### src/rtl/cdb_regs.svh
// Purpose: named constants for the decrement / branch / halt execution core
// Assumes: 16-bit instruction word, 13-bit program counter, 8-bit file data
// Notes: opcode encodings are local choices
`ifndef CDB_REGS_SVH
`define CDB_REGS_SVH

// Instruction word fields
`define CDB_JMP_HI 15
`define CDB_JMP_LO 13
`define CDB_K_HI 12
`define CDB_OP_HI 15
`define CDB_OP_LO 9
`define CDB_D_BIT 8
`define CDB_F_HI 7

// Encodings
`define CDB_OPC_JMP 3'h1
`define CDB_OPC_DEC_FILE 7'h03
`define CDB_OPC_DEC_SKIP 7'h0B
`define CDB_HALT_WORD 16'h0001

// Reset values and arithmetic constants
`define CDB_PC_RST 13'h0000
`define CDB_VECTOR 13'h0004
`define CDB_W_RST 8'h00
`define CDB_ZERO8 8'h00
`define CDB_ONE8 8'h01
`define CDB_PC_STEP 13'h0001
`define CDB_PC_SKIP 13'h0002

`endif

### src/rtl/cdb_pkg.sv
// Purpose: types shared by the execution core
// Assumes: nothing
// Notes: state codes are one-hot
package cdb_pkg;
    typedef enum logic [2:0] {
        CDB_ST_LOAD = 3'b001,
        CDB_ST_EXEC = 3'b010,
        CDB_ST_HALT = 3'b100
    } cdb_state_t;

    typedef enum logic [1:0] {
        CDB_BUB_NONE = 2'h0,
        CDB_BUB_SKIP = 2'h1,
        CDB_BUB_JUMP = 2'h2
    } cdb_bubble_t;

    typedef enum logic [2:0] {
        CDB_OP_NOP = 3'h0,
        CDB_OP_DEC_FILE = 3'h1,
        CDB_OP_DEC_SKIP = 3'h2,
        CDB_OP_JMP = 3'h3,
        CDB_OP_HALT = 3'h4
    } cdb_op_t;
endpackage

### src/rtl/cdb_core.sv
// Purpose: execution of decrement, decrement-skip, jump and halt
// Assumes: program memory and file read data valid in the same phase as the address
// Notes: one instruction cycle is two core clocks (load, execute)
`timescale 1ns/10ps
`include "cdb_regs.svh"
module cdb_core (
    input wire logic CORE_CLK_I,
    input wire logic SRST_I,
    input wire logic [15:0] INSTR_I,
    input wire logic [7:0] FILE_RDATA_I,
    input wire logic [7:0] IRQ_SRC_I,
    input wire logic [7:0] IRQ_EN_I,
    input wire logic GIE_I,
    output logic [12:0] PMEM_ADDR_O,
    output logic [7:0] FILE_ADDR_O,
    output logic [7:0] FILE_WDATA_O,
    output logic FILE_WE_O,
    output logic [7:0] W_O,
    output logic ZERO_O,
    output logic CORE_RUN_O,
    output logic VEC_TAKE_O,
    output logic [12:0] RETURN_ADDR_O,
    output logic INSTR_DONE_O
);
    import cdb_pkg::*;

    cdb_state_t state_q;
    cdb_bubble_t bubble_q;
    logic [15:0] ir_q;
    logic [12:0] pc_q;
    logic wake;
    cdb_op_t op;
    logic [7:0] result;
    logic exec;
    logic live;
    logic dec_op;

    function automatic cdb_op_t decode(input logic [15:0] w);
        cdb_op_t o;
        o = CDB_OP_NOP;
        if (w[`CDB_JMP_HI:`CDB_JMP_LO] == `CDB_OPC_JMP) begin
            o = CDB_OP_JMP;
        end else if (w == `CDB_HALT_WORD) begin
            o = CDB_OP_HALT;
        end else if (w[`CDB_OP_HI:`CDB_OP_LO] == `CDB_OPC_DEC_FILE) begin
            o = CDB_OP_DEC_FILE;
        end else if (w[`CDB_OP_HI:`CDB_OP_LO] == `CDB_OPC_DEC_SKIP) begin
            o = CDB_OP_DEC_SKIP;
        end
        return o;
    endfunction

    function automatic logic [7:0] dec8(input logic [7:0] v);
        return v - `CDB_ONE8;
    endfunction

    cdb_wake u_wake (
        .clk_i(CORE_CLK_I),
        .rst_i(SRST_I),
        .src_i(IRQ_SRC_I),
        .en_i(IRQ_EN_I),
        .wake_o(wake)
    );

    assign op = decode(ir_q);
    assign result = dec8(FILE_RDATA_I);
    assign exec = (state_q == CDB_ST_EXEC);
    assign live = (bubble_q == CDB_BUB_NONE);
    assign dec_op = (op == CDB_OP_DEC_FILE) || (op == CDB_OP_DEC_SKIP);
    assign PMEM_ADDR_O = pc_q;

    ////////////////////////////////////////////////////////////////////////////
    // Sequencing
    always_ff @(posedge CORE_CLK_I) begin
        if (SRST_I) begin
            state_q <= CDB_ST_LOAD;
        end else begin
            unique case (state_q)
                CDB_ST_LOAD: begin
                    state_q <= CDB_ST_EXEC;
                end
                CDB_ST_EXEC: begin
                    if (live && op == CDB_OP_HALT) begin
                        state_q <= CDB_ST_HALT;
                    end else begin
                        state_q <= CDB_ST_LOAD;
                    end
                end
                CDB_ST_HALT: begin
                    if (wake) begin
                        state_q <= CDB_ST_LOAD;
                    end
                end
            endcase
        end
    end

    // Discard slot after a taken skip or a jump
    always_ff @(posedge CORE_CLK_I) begin
        if (SRST_I) begin
            bubble_q <= CDB_BUB_NONE;
        end else if (exec) begin
            if (!live) begin
                bubble_q <= CDB_BUB_NONE;
            end else if (op == CDB_OP_DEC_SKIP && result == `CDB_ZERO8) begin
                bubble_q <= CDB_BUB_SKIP;
            end else if (op == CDB_OP_JMP) begin
                bubble_q <= CDB_BUB_JUMP;
            end else begin
                bubble_q <= CDB_BUB_NONE;
            end
        end
    end

    // Program counter
    always_ff @(posedge CORE_CLK_I) begin
        if (SRST_I) begin
            pc_q <= `CDB_PC_RST;
        end else if (exec) begin
            if (live && op == CDB_OP_JMP) begin
                pc_q <= ir_q[`CDB_K_HI:0];
            end else if (bubble_q != CDB_BUB_JUMP) begin
                pc_q <= pc_q + `CDB_PC_STEP;
            end
        end else if (state_q == CDB_ST_HALT && wake && GIE_I) begin
            pc_q <= `CDB_VECTOR;
        end
    end

    always_ff @(posedge CORE_CLK_I) begin
        if (SRST_I) begin
            ir_q <= `CDB_HALT_WORD ^ `CDB_HALT_WORD;
            FILE_ADDR_O <= `CDB_ZERO8;
        end else if (state_q == CDB_ST_LOAD) begin
            ir_q <= INSTR_I;
            FILE_ADDR_O <= INSTR_I[`CDB_F_HI:0];
        end
    end

    ////////////////////////////////////////////////////////////////////////////
    // Results and flags
    always_ff @(posedge CORE_CLK_I) begin
        if (SRST_I) begin
            FILE_WE_O <= 1'b0;
            FILE_WDATA_O <= `CDB_ZERO8;
        end else begin
            FILE_WE_O <= exec && live && dec_op && ir_q[`CDB_D_BIT];
            if (exec && live && dec_op) begin
                FILE_WDATA_O <= result;
            end
        end
    end

    always_ff @(posedge CORE_CLK_I) begin
        if (SRST_I) begin
            W_O <= `CDB_W_RST;
        end else if (exec && live && dec_op && !ir_q[`CDB_D_BIT]) begin
            W_O <= result;
        end
    end

    always_ff @(posedge CORE_CLK_I) begin
        if (SRST_I) begin
            ZERO_O <= 1'b0;
        end else if (exec && live && op == CDB_OP_DEC_FILE) begin
            ZERO_O <= (result == `CDB_ZERO8);
        end
    end

    ////////////////////////////////////////////////////////////////////////////
    // Halt and wake
    always_ff @(posedge CORE_CLK_I) begin
        if (SRST_I) begin
            CORE_RUN_O <= 1'b1;
        end else if (exec && live && op == CDB_OP_HALT) begin
            CORE_RUN_O <= 1'b0;
        end else if (state_q == CDB_ST_HALT && wake) begin
            CORE_RUN_O <= 1'b1;
        end
    end

    always_ff @(posedge CORE_CLK_I) begin
        if (SRST_I) begin
            VEC_TAKE_O <= 1'b0;
            RETURN_ADDR_O <= `CDB_PC_RST;
        end else begin
            VEC_TAKE_O <= (state_q == CDB_ST_HALT) && wake && GIE_I;
            if (state_q == CDB_ST_HALT && wake && GIE_I) begin
                RETURN_ADDR_O <= pc_q;
            end
        end
    end

    always_ff @(posedge CORE_CLK_I) begin
        if (SRST_I) begin
            INSTR_DONE_O <= 1'b0;
        end else begin
            INSTR_DONE_O <= exec;
        end
    end
endmodule

### src/rtl/cdb_wake.sv
// Purpose: registered wake request from enabled interrupt sources
// Assumes: sources and enables synchronous to the core clock
// Notes: one clock of latency
`timescale 1ns/10ps
module cdb_wake (
    input wire logic clk_i,
    input wire logic rst_i,
    input wire logic [7:0] src_i,
    input wire logic [7:0] en_i,
    output logic wake_o
);
    import cdb_pkg::*;

    always_ff @(posedge clk_i) begin
        if (rst_i) begin
            wake_o <= 1'b0;
        end else begin
            wake_o <= |(src_i & en_i);
        end
    end
endmodule

### config.mk
export PLATFORM = sky130hd
export DESIGN_NAME = cdb_core
export DESIGN_NICKNAME = d
export VERILOG_FILES = /design/src/rtl/cdb_pkg.sv /design/src/rtl/cdb_core.sv /design/src/rtl/cdb_wake.sv
export VERILOG_INCLUDE_DIRS = /design/src /design/src/rtl
export SDC_FILE = /design/constraint.sdc
export NUM_CORES = 1
export LEC_CHECK = 0
export ABC_CLOCK_PERIOD_IN_PS = 2400
export BUFFER_PORTS_ARGS = -buffer_cell sky130_fd_sc_hd__buf_2
export CAP_MARGIN = 10
export CORE_MARGIN = 10
export CORE_UTILIZATION = 40
export CTS_CLUSTER_SIZE = 10
export DETAILED_ROUTE_END_ITERATION = 6
export GPL_ROUTABILITY_DRIVEN = 0
export SLEW_MARGIN = 20
export SYNTH_ARGS = -nofsm -noshare
export SYNTH_HDL_FRONTEND = slang
export SYNTH_SLANG_ARGS = --single-unit
### constraint.sdc
create_clock -name CORE_CLK_I -period 2.4 [get_ports CORE_CLK_I]
set_clock_uncertainty 0.2 [all_clocks]
set_input_delay 0.12 -clock CORE_CLK_I [delete_from_list [all_inputs] [get_ports CORE_CLK_I]]
set_output_delay 0.12 -clock CORE_CLK_I [all_outputs]
set_load 0.01 [all_outputs]
-- Word level (Yosys, flattened, before mapping)
Index checks and enable logic that the tools add are counted.
- add/sub/neg operators: 2
- equal/unequal tests: 14
- multiplexer cells: 16
- bitwise gates (word level): 1
- reductions and logical operators: 19
- operators with widths (kind ; count):
    2-to-1 mux 13 bit ; 4
    equality test 16 x 1 -> 1 bit (second input constant) ; 1
    adder 13 x 1 -> 13 bit (second input constant) ; 1
    2-to-1 mux 3 bit ; 4
    logical AND 1 bit ; 11
    2-to-1 mux 2 bit ; 5
    equality test 3 x 1 -> 1 bit (second input constant) ; 3
    equality test 3 x 2 -> 1 bit (second input constant) ; 3
    case mux 3 bit (3 select lines) ; 1
    AND 8 bit ; 1
    logical NOT 8 bit ; 1
    OR reduction 8 bit ; 1
    subtractor 8 x 1 -> 8 bit (second input constant) ; 1
    equality test 7 x 2 -> 1 bit (second input constant) ; 1
    equality test 7 x 4 -> 1 bit (second input constant) ; 1
    equality test 3 bit (second input constant) ; 2
    nonzero test 2 bit ; 2
    != test 3 x 1 -> 1 bit (second input constant) ; 1
    logical NOT 2 bit ; 1
    2-to-1 mux 1 bit ; 2
    != test 2 x 1 -> 1 bit (second input constant) ; 1
    != test 2 bit (second input constant) ; 1
    AND reduction 2 bit ; 1
    logical NOT 1 bit ; 1
    logical OR 1 bit ; 1
- register bits after elaboration: 77
- input port bits: 43
- output and inout port bits: 55
- logic and storage cells: 66

-- Logic depth before layout (Yosys ltp)
Gate-level depths: netlist of run 1.
- depth after elaboration: 9
- mapped depth: 7

-- Cells and area by module
A second synthesis of run 1 with hierarchy kept.
- cells, all modules: 384
- area total of the unflattened synthesis: 3195.6 um^2
- modules (own cells, without submodules) (module ; times used ; cells an instance ; area each (um^2) ; seq. area each (um^2)):
    cdb_core ; 1 ; 378 ; 3136.8 ; 1361.3
    cdb_wake ; 1 ; 6 ; 58.8 ; 20.0

-- Worst setup path after synthesis of run 1
Ideal clock, no wire load.
- kind: reg2reg
- from: reg state_q[2]
- to: reg W_O[6]
- setup time: 0.079 ns
- data arrival time: 1.714 ns
- data required time: 2.121 ns
- setup slack: 0.407 ns
- cell stages (with the launch flop): 8
- path buffers: 3
- clock period less this slack: 1.993 ns
- cell sequence: dfxtp_1 > buf_6 > or3b_1 > buf_6 > nor4_4 > buf_6 > nor2_1 > a211oi_2
- word-level cells in the longest chain between the ends: 4
- RTL lines (item ; line ; source):
    from (decl) ; cdb_core.sv:27 ; cdb_state_t state_q;
    from (signal assigned) ; cdb_core.sv:76 ; state_q <= CDB_ST_LOAD;
    from (signal assigned) ; cdb_core.sv:80 ; state_q <= CDB_ST_EXEC;
    from (signal assigned) ; cdb_core.sv:84 ; state_q <= CDB_ST_HALT;
    equality test 3 x 2 -> 1 bit ; cdb_core.sv:67 ; assign exec = (state_q == CDB_ST_EXEC);
    logical AND 1 bit (3 in series) ; cdb_core.sv:157 ; end else if (exec && live && dec_op && !ir_q[`CDB_D_BIT]) begin
    to (signal assigned) ; cdb_core.sv:156 ; W_O <= `CDB_W_RST;
    to (signal assigned) ; cdb_core.sv:158 ; W_O <= result;
    to (decl) ; cdb_core.sv:18 ; output logic [7:0] W_O,
No other way between the ends.
A chain may end at the register's enable or synchronous reset.

-- Worst setup path in the final report of run 1
- from: in IRQ_EN_I[3]
- to: reg u_wake.wake_o
- word-level cells in the longest chain between the ends: 2
- RTL lines (item ; line ; source):
    from (decl) ; cdb_core.sv:12 ; input wire logic [7:0] IRQ_EN_I,
    AND 8 bit ; cdb_wake.sv:18 ; wake_o <= |(src_i & en_i);
    OR reduction 8 bit ; cdb_wake.sv:18 ;
    to (signal assigned) ; cdb_wake.sv:18 ;
    to (decl) ; cdb_wake.sv:10 ; output logic wake_o
No other way between the ends.

==> impl_results.md, run 1 <==
* Tot Pwr at roughly 2.4 mW
* Vias per cell at slightly above 5
* Psw at between 600 and 700 uW
* Multi-input gate area at 1570 um2
* Die width at between 100 and 150 um
* Root buf cell: clkbuf_8
* Worst slew margin at 53.3%
* Min-delay worst type: input port to flop
* Sw frac at 24.8%
* Number of global-route vias before repair at just over 3000
* Max Buffers Root-to-Sink at 2
* Slowest stage delay, CP at about 0.58 ns
* Mux cell area share after synthesis at 0.635%
* Final Critical Period at roughly 2.1 ns
* Max Clk Rate at approximately 470 MHz
* Max-cap violations at 0
* Yosys cell types at 55
* Synth Area in Adders at under 10%
* Post-Syn Area at roughly 3200 um2
* Fill cells at approximately 750
* Overflow after GRT at 0
* Pwr Density at roughly 590 nW/um2
* CP Max Fanout at 1
* Least-Margin Pin Slew at about 0.70 ns
* Slowest cell on the critical path: dlygate4sd3_1
* Most used cell, CP: dlygate4sd3_1
* Final Max Slew Viols at 0
* R2R Setup Slk at 0.34 ns
* Slack of the critical path at roughly 0.27 ns
* Predominant post-synthesis flop cell: dfxtp_1
* Largest family of logic cells by synthesized area: simple AND/OR/NAND/NOR gates
* Post-layout net count at 540
* Setup_tns at 0 ns
* Critical Path AT at ~2.1 ns
* Worst Setup Start Kind: input port
* Die height at 109 um
* Residual DRC at 0
* Hold Vio Cnt, Final at 0
* Wirelength per Cell at 15.7 um
* Die area at 11800 um2
* Worst Path Class, Setup: input port to flop
* Syn Nets at 420
* # Post-CTS Setup Buffers at 0
* Sequential element share of the synthesized area at a little over two fifths
* XOR/XNOR Fraction of Synth Area at between 3 and 4%
* Clock power frac at approximately 39%
* Layout cells sized above 1 at approximately 27%
* CP Data Required Time at 2.41 ns
* H-Tree Level Count at 3
* Synth warnings at 0
* Compound-cell area share of the yosys netlist at about 21%
* Period utilization at approximately nine tenths
* Port bufs at 97
* Core Area at 7690 um2
* Clock sinks at 69
* Combinational fraction of design power at a little under an eighth
* Initial drt markers at roughly 220
* Final Util at about 54%
* Wire length of the first global-routing pass at 15400 um
* Antenna diodes at 0
* Worst-skew pair later-pin latency at approximately 0.33 ns
* Initial antenna violation count at 0
* TritonRoute pass-1 iters at 4
* Num CTS Buffers at 9
* Final Setup Violations at 0
* Vias at 3095
* Internal power at about 1.8 mW
* Rows at 32
* IO Pins at 98
* GRT Overall Usage at 16.1%
* Layout area overhead at 32.3%
* Fraction of registers with async set/reset at 0%
* Synth Instances at ~370
* Synth Area in Simple Gates at 24.0%
* Post-DRT Antenna Nets at 0
* RSZ-0062 raised after global routing: no
* Synth Register Bits at between 60 and 70
* Post-synth EDFFs at 0
* Avg Synthesized Cell Area at roughly 8.4 um2
* CP Cell Sequence: dlygate4sd3_1 > buf_2 > a22oi_1 > dlygate4sd3_1 > a41oi_1 > dlygate4sd3_1
* Run status: finished, final reports clean
* Leakage at 1.66 nW
* Place WS at approximately 0.36 ns
* Post-DP HPWL at roughly 6900 um
* CTS tree: done
* Reg power frac at around half
* Initial Util at 41.0%
* Register area at 1380 um2
* # placed instances at about 560
* Worst VDD drop at around 270 uV
* Final cell count without fillers at 600
* Worst-path clk slew at roughly 0.070 ns
* Largest net degree at the start of global routing at 24
* Critical Path Sink Type: flop
* Total Wirelength at about 9400 um
worst max-delay path, delay by kind of cell:
family	cells	cell delay [ns]
buffers and inverters	4	1.80
AO/OA/AOI/OAI	2	0.22
synth_stat cells, types with 2 or more instances:
| cell type | number | share of area (%) |
|---|---|---|
| nand2_1 | 72 | 8.6 |
| nand4_1 | 2 | 0.40 |
| xnor2_1 | 12 | 3.3 |
| a32oi_1 | 3 | 0.83 |
| nand2b_1 | 3 | 0.60 |
| mux2i_1 | 2 | 0.63 |
| o22ai_1 | 4 | 0.79 |
| o21bai_1 | 2 | 0.48 |
| a211oi_1 | 17 | 4.0 |
| nor4_1 | 7 | 1.4 |
| a221oi_1 | 2 | 0.56 |
| nor3b_1 | 3 | 0.71 |
| or4_1 | 3 | 0.71 |
| inv_1 | 8 | 0.95 |
| nor3_1 | 8 | 1.3 |
| a211oi_2 | 2 | 0.79 |
| o21ai_0 | 4 | 0.63 |
| a2111oi_0 | 3 | 0.83 |
| nor2b_1 | 3 | 0.60 |
| a22oi_1 | 5 | 1.2 |
| o2bb2ai_1 | 2 | 0.56 |
| ha_1 | 3 | 1.2 |
| o211ai_1 | 2 | 0.48 |
| nor2_1 | 26 | 3.1 |
| clkbuf_1 | 13 | 1.5 |
| buf_1 | 2 | 0.24 |
| nand3_1 | 9 | 1.4 |
| or4b_2 | 2 | 0.63 |
| or3_1 | 3 | 0.60 |
| buf_2 | 2 | 0.32 |
| dfxtp_1 | 69 | 44 |
| buf_6 | 4 | 1.4 |
| a21oi_1 | 43 | 6.8 |
| buf_4 | 8 | 1.9 |
registers in the layout (all words and copies together), names as in the netlist:
register,flops
bubble_q,2
FILE_WE_O,1
VEC_TAKE_O,1
PMEM_ADDR_O,13
ir_q,9
RETURN_ADDR_O,13
u_wake.wake_o,1
INSTR_DONE_O,1
FILE_WDATA_O,8
ZERO_O,1
state_q,3
CORE_RUN_O,1
W_O,8
FILE_ADDR_O,7
kinds of logic (layout without fill, tap and decap cells):
logic type / count (synthesis) / in the layout
xor+xnor: 12 / 12
compound gates: 99 / 99
mux: 2 / 2
simple gates: 152 / 152
flops: 69 / 69
buf+inv: 37 / 161
fa+ha+maj: 3 / 3
area by class of cell:
class	instances	share of cell area, %
Inverter	8	0.720
Clock inverter	4	1.14
Clock buffer	11	3.63
Multi-Input combinational cell	268	37.7
Tap cell	102	3.06
Sequential cell	69	33.1
Timing Repair Buffer	138	20.7
cells in the final DEF (no fill, tap or decap), types with 4 or more instances in the layout:
master	count
o21ai_0	4
clkbuf_8	11
dfxtp_1	69
buf_2	97
o22ai_1	4
xnor2_1	12
nand2_1	72
a21oi_1	43
nor3_1	8
nand3_1	9
a211oi_1	17
nor4_1	7
nor2_1	26
dlygate4sd3_1	28
buf_4	13
inv_1	8
a22oi_1	5
final timing paths:
kind | start | endpoint | cells past startpoint
setup / recovery | IRQ_EN_I[3] | u_wake.wake_o | 6
hold reg to reg | RETURN_ADDR_O[8] | RETURN_ADDR_O[8] | 2
hold / removal | FILE_RDATA_I[1] | W_O[1] | 4
setup reg to reg | state_q[1] | W_O[5] | 5
metal layers:
metal	wire length [um]	part of all wire (%)	track usage, %	vias up
met1	4260	45	20.8	1406
met3	654	6.9	4.42	7
li1	-	-	-	1580
met2	4410	47	25.1	102
met5	0	0	0	-
met4	97	1.0	5.93	0
through the flow:
| step | cell area (um2) | hold WS [ns] |
|---|---|---|
| final | 4170 | 0.0472 |
| after global routing | 4170 | 0.0821 |
| after CTS | 4170 | 0.0309 |
| after detailed placement | 3690 | 0.167 |
| after global placement | 3690 | 0.159 |
| after floorplan | 3150 | 0.00656 |
power groups by stage:
stage / Clock (mW) / Sequential, mW / Combinational (mW)
6_report: 0.946 / 1.21 / 0.286
3_3_place_gp: 0 / 1.23 / 0.248
5_1_grt: 1.02 / 1.21 / 0.317
3_5_place_dp: 0 / 1.24 / 0.250
4_1_cts: 0.973 / 1.21 / 0.285
2_1_floorplan: 0 / 1.22 / 0.163
repair_timing:
action | 4_1_cts | 5_1_grt
hold buffers | 28 | 0
endpoints found under the hold margin | 33 | 0
gates resized for setup | 0 | 0
Note: power is estimated with default switching activity, not from simulation.
==> run 2, diff against run 1 <==
- ABC_CLOCK_PERIOD_IN_PS: 2400 -> 2550
- CORE_UTILIZATION: 40 -> 55
- PLACE_DENSITY: default -> 0.85
- clock period: 2.4 -> 2.55 ns (I/O delays scaled with it)
==> run 2 against run 1 <==
  * Power is 12% lower
  * Flip-flop and latch count unchanged
  * Sequential power down 6%
  * Critical endpoint is now PMEM_ADDR_O[5]
  * Largest cell class unchanged
==> impl_results.md, run 2 (synthesized netlist as in run 1, its figures left out) <==
* Final Critical Period at roughly 2.2 ns
* Overflow after GRT at 0 (unchanged)
* TritonRoute pass-1 iters at 5 (+1)
* GRT Overall Usage at 20.5% (+4.4 points)
* Worst VDD drop at 342 uV (+25%)
* Place WS at 0.429 ns (+0.0711 ns)
* Slack of the critical path at 0.368 ns (+0.0932 ns)
* # Post-CTS Setup Buffers at 0 (unchanged)
* Final Max Slew Viols at 0 (unchanged)
* Rows at 27 (-16%)
* R2R cell count at 4 (-1)
* Post-layout net count at 533 (-1.3%)
* Most common cell after layout, fill and taps aside: buf_2
* Critical Path Sink Type: flop
* Num CTS Buffers at 9 (unchanged)
* Hold Vio Cnt, Final at 0 (unchanged)
* GR Layer Usage met3 at 5.91% (+1.5 points)
* Pwr Density at 532 nW/um2 (-9.1%)
* Most frequent cells in the layout: buf_2 (97), nand2_1 (72), dfxtp_1 (69)
* Residual DRC at 0 (unchanged)
* Worst-skew pair later-pin latency at 0.34 ns (about the same)
* Period utilization at 85.6%
* Fill cells at 434 (-42%)
* Layout area overhead at 27.9%
* Post-DP HPWL at 6460 um (-6.4%)
* Antenna diodes at 0 (unchanged)
* Port bufs at 97 (unchanged)
* Beginning of the worst hold path: FILE_RDATA_I[2]
* Wire length of the first global-routing pass at 15100 um (-2.1%)
* Endpoint, Worst Hold: W_O[2]
* RSZ-0062 raised after global routing: no
* CP Data Required Time at 2.58 ns (+0.17 ns)
* Setup_tns at 0 ns (unchanged)
* CTS tree: done
* Clock sinks at 69 (unchanged)
* Die height at 95.7 um (-12%)
* Register area at 1380 um2 (unchanged)
* Reg2Reg Launch Point: bubble_q[1]
* Total Wirelength at 9270 um (-1.7%)
* Worst Setup Start Kind: flop
* Die width at 95.7 um (-12%)
* Least-Margin Pin Slew at 0.722 ns (+0.0223 ns)
* Leakage at 1.62 nW (-2.8%)
* Initial Util at 56.9% (+16 points)
* Hold Path Depth at 3 (-1)
* Initial drt markers at 318 (+42%)
* Max Buffers Root-to-Sink at 2 (unchanged)
* Wirelength per Cell at 16.5 um (+4.8%)
* R2R Setup Slk at 0.37 ns (+0.03 ns)
* Critical Path AT at 2.21 ns (+0.07 ns)
* Most Crowded Layer GR: met2
* Multi-input gate area at 1570 um2 (unchanged)
* Die area at 9160 um2 (-23%)
* Run status: finished, final reports clean
* GR Util met2 at 33.2% (+8.1 points)
* Vias at 3198 (+3.3%)
* Post-DRT Antenna Nets at 0 (unchanged)
* Number of global-route vias before repair at 2991 (-1.2%)
* Root buf cell: clkbuf_8
* Worst Path Class, Setup: flop to flop
* Max-cap violations at 0 (unchanged)
* Worst-path clk slew at 0.07 ns (about the same)
* Worst hold slack at 0.00887 ns (-0.0383 ns)
* Layout cells sized above 1 at 25.9% (-1.0 points)
* Initial antenna violation count at 0 (unchanged)
* H-Tree Level Count at 3 (unchanged)
* Largest net degree at the start of global routing at 34 (+42%)
* Min-delay worst type: input port to flop
* CP Max Fanout at 8 (+7)
* Worst reg2reg endpoint: PMEM_ADDR_O[5]
* Worst slew margin at 51.7% (-1.7 points)
* IO Pins at 98 (unchanged)
* Vias per cell at 5.68 (+10%)
* Final Util at 72.8% (+19 points)
* GR Layer Usage met1 at 25.2% (+4.4 points)
* Tot Pwr at 2.15 mW (-12%)
* Core Area at 5540 um2 (-28%)
* Final Setup Violations at 0 (unchanged)
* Max Clk Rate at 458 MHz
## run 2: cell types whose count changed in the layout (fill, tap and decap cells not counted), sizes merged
cell | before | now
buf | 110 | 106
dlygate4sd3 | 28 | 25
clkbuf | 11 | 13
bufinv | 1 | 0
clkinvlp | 1 | 0
## run 2: worst max-delay path by stage
stage	start	endpoint	slack, ns
floorplan	state_q[2]	W_O[6]	0.56
global placement	bubble_q[1]	PMEM_ADDR_O[5]	0.54
detailed placement	state_q[1]	W_O[1]	0.43
CTS	state_q[1]	W_O[1]	0.43
global route	bubble_q[1]	PMEM_ADDR_O[6]	0.25
finish	bubble_q[1]	PMEM_ADDR_O[5]	0.37
## run 2: metal layers
metal	part of all wire, %	wire length, um
met4	2.2	204
met1	39	3660
met2	49	4530
met5	0	0
met3	9.4	870
## run 2: final cells by class
| class | count | share of cell area (%) |
|---|---|---|
| Inverter | 8 | 0.744 |
| Clock buffer | 13 | 3.69 |
| Timing Repair Buffer | 131 | 19.9 |
| Sequential cell | 69 | 34.2 |
| Clock inverter | 2 | 0.248 |
| Multi-Input combinational cell | 268 | 38.9 |
| Tap cell | 72 | 2.23 |
## run 2: timing repair
action                                 in CTS  in global routing
resized for setup                           0                  0
hold buffers                               25                  0
endpoints found under the hold margin      30                  0
## run 2: metrics by stage
step | std cells | instance area, um2
CTS | 563 | 4040
global route | 563 | 4040
detailed placement | 523 | 3630
floorplan | 374 | 3150
finish | 563 | 4040
global placement | 523 | 3630
## run 2: report_power, final
| part | internal (mW) | switching [mW] |
|---|---|---|
| Combinational | 0.123 | 0.142 |
| Sequential | 1.10 | 0.0371 |
| Clock | 0.372 | 0.369 |
| Total | 1.60 | 0.548 |
## run 2: worst max-delay path, stage by stage, from the launching register on
cell and delay [ns]:
dfxtp_1 0.36, or4_1 0.58, o211ai_1 0.62, o21bai_1 0.16, o2bb2ai_1 0.15
==> run 3, diff against run 2 <==
- CORE_UTILIZATION: 55 -> 45
- PLACE_DENSITY: 0.85 -> 0.72
==> run 3 against run 2 <==
  * Maximum frequency shrank 0.47%
  * Sequential share of layout area shrank 0.62 points
  * Routed wire length shrank 0.41%
  * Critical path type unchanged
==> impl_results.md, run 3 (synthesized netlist as in run 1, its figures left out) <==
* Fill cells at 616 (+42%)
* Max Clk Rate at 456 MHz (-0.47%)
* Initial Util at 46.4% (-11 points)
* Residual DRC at 0 (unchanged)
* Worst Setup Start Kind: flop
* Setup_tns at 0 ns (unchanged)
* Worst slew margin at 51.4% (-0.27 points)
* Period utilization at 86.0% (+0.41 points)
* Largest net degree at the start of global routing at 33 (-2.9%)
* Rows at 30 (+11%)
* Antenna diodes at 0 (unchanged)
* TritonRoute pass-1 iters at 5 (unchanged)
* Root buf cell: clkbuf_8
* Worst-skew pair later-pin latency at 0.34 ns (about the same)
* Post-DRT Antenna Nets at 0 (unchanged)
* Layout area overhead at 30.3%
* Critical Path Sink Type: flop
* Most frequent cells in the layout: buf_2 (97), nand2_1 (72), dfxtp_1 (69)
* GRT Overall Usage at 16.5% (-4.0 points)
* Final Setup Violations at 0 (unchanged)
* Critical Path AT at 2.24 ns (+0.03 ns)
* Vias at 3154 (-1.4%)
* H-Tree Level Count at 3 (unchanged)
* Final Max Slew Viols at 0 (unchanged)
* Final Critical Period at 2.19 ns (+0.0104 ns)
* Vias per cell at 5.35 (-5.9%)
* Least-Margin Pin Slew at 0.729 ns (+0.00722 ns)
* Layout cells sized above 1 at 26.7% (+0.86 points)
* Num CTS Buffers at 9 (unchanged)
* Initial drt markers at 302 (-5.0%)
* Number of global-route vias before repair at 3032 (+1.4%)
* Min-delay worst type: input port to flop
* Wire length of the first global-routing pass at 15200 um (+0.32%)
* Worst VDD drop at 307 uV (-10%)
* Total Wirelength at 9230 um (-0.41%)
* Max-cap violations at 0 (unchanged)
* Clock sinks at 69 (unchanged)
* Run status: finished, final reports clean
* Wirelength per Cell at 15.6 um (-5.0%)
* Max Buffers Root-to-Sink at 2 (unchanged)
* Pwr Density at 547 nW/um2 (+2.8%)
* Die area at 10800 um2 (+17%)
* RSZ-0062 raised after global routing: no
* CP Max Fanout at 10 (+2)
* CP Data Required Time at 2.60 ns (+0.02 ns)
* Tot Pwr at 2.25 mW (+4.7%)
* Initial antenna violation count at 0 (unchanged)
* Die width at 104 um (+8.3%)
* Leakage at 1.64 nW (+1.4%)
* Most common cell after layout, fill and taps aside: buf_2
* CTS tree: done
* Post-layout net count at 536 (+0.56%)
* Post-DP HPWL at 6730 um (+4.2%)
* IO Pins at 98 (unchanged)
* Core Area at 6790 um2 (+23%)
* Hold Vio Cnt, Final at 0 (unchanged)
* Worst Path Class, Setup: flop to flop
* Overflow after GRT at 0 (unchanged)
* Worst-path clk slew at 0.07 ns (about the same)
* Port bufs at 97 (unchanged)
* Die height at 104 um (+8.3%)
* # Post-CTS Setup Buffers at 0 (unchanged)
-- run 3: cell types whose count changed in the layout (fill, tap and decap cells not counted) --
cell,previous run,this run
buf_4,9,12
bufinv_16,0,1
clkbuf_1,3,1
clkbuf_8,10,9
clkinv_2,2,3
clkinvlp_4,0,1
-- run 3: critical path: stages, from the launching register on --
cell	delay (ns)
dfxtp_1	0.45
or3b_1	0.52
nor4_4	0.44
buf_4	0.24
nor2_1	0.05
a211oi_1	0.20
-- run 3: layout make-up --
cell class | instances | area [um2] | area share (%)
multi-input combinational | 268 | 1570 | 38.2
sequential | 69 | 1380 | 33.6
timing repair buffer | 134 | 826 | 20.1
clock buffer | 10 | 128 | 3.11
tap | 96 | 120 | 2.92
clock inverter | 5 | 52.6 | 1.28
inverter | 8 | 30.0 | 0.731
-- run 3: metrics by stage --
stage	setup WS (ns)	instance area, um2	util, %	hold WS, ns	std cells
finish	0.357	4110	60.5	0.0257	590
CTS	0.349	4110	60.5	0.0171	590
global route	0.101	4110	60.5	0.0412	590
detailed placement	0.353	3680	54.1	0.179	550
global placement	0.442	3680	54.1	0.172	550
floorplan	0.557	3150	-	0.0141	374
-- run 3: path summary, 6_finish.rpt --
kind                     start                end  slack [ns]  cells after the start
max                 state_q[1]             W_O[5]        0.36                      5
min            FILE_RDATA_I[2]    FILE_WDATA_O[2]        0.03                      3
max reg2reg         state_q[1]             W_O[5]        0.36                      5
min reg2reg  RETURN_ADDR_O[11]  RETURN_ADDR_O[11]        0.25                      2
-- run 3: power breakdown --
| group | switching [mW] | internal (mW) | total [mW] |
|---|---|---|---|
| clock | 0.402 | 0.441 | 0.844 |
| sequential | 0.0330 | 1.10 | 1.14 |
| combinational | 0.142 | 0.125 | 0.267 |
-- run 3: repair_timing --
item / in CTS / in global routing
resized for setup: 0 / 0
hold endpoints to repair: 31 / 0
hold buffers: 25 / 0
-- run 3: layer usage --
layer | vias up | routed length [um] | global-route usage [%]
li1 | 1570 | - | -
met1 | 1439 | 4120 | 20.8
met2 | 135 | 4320 | 26.3
met3 | 10 | 639 | 3.90
met4 | 0 | 147 | 6.86
met5 | - | 0 | 0
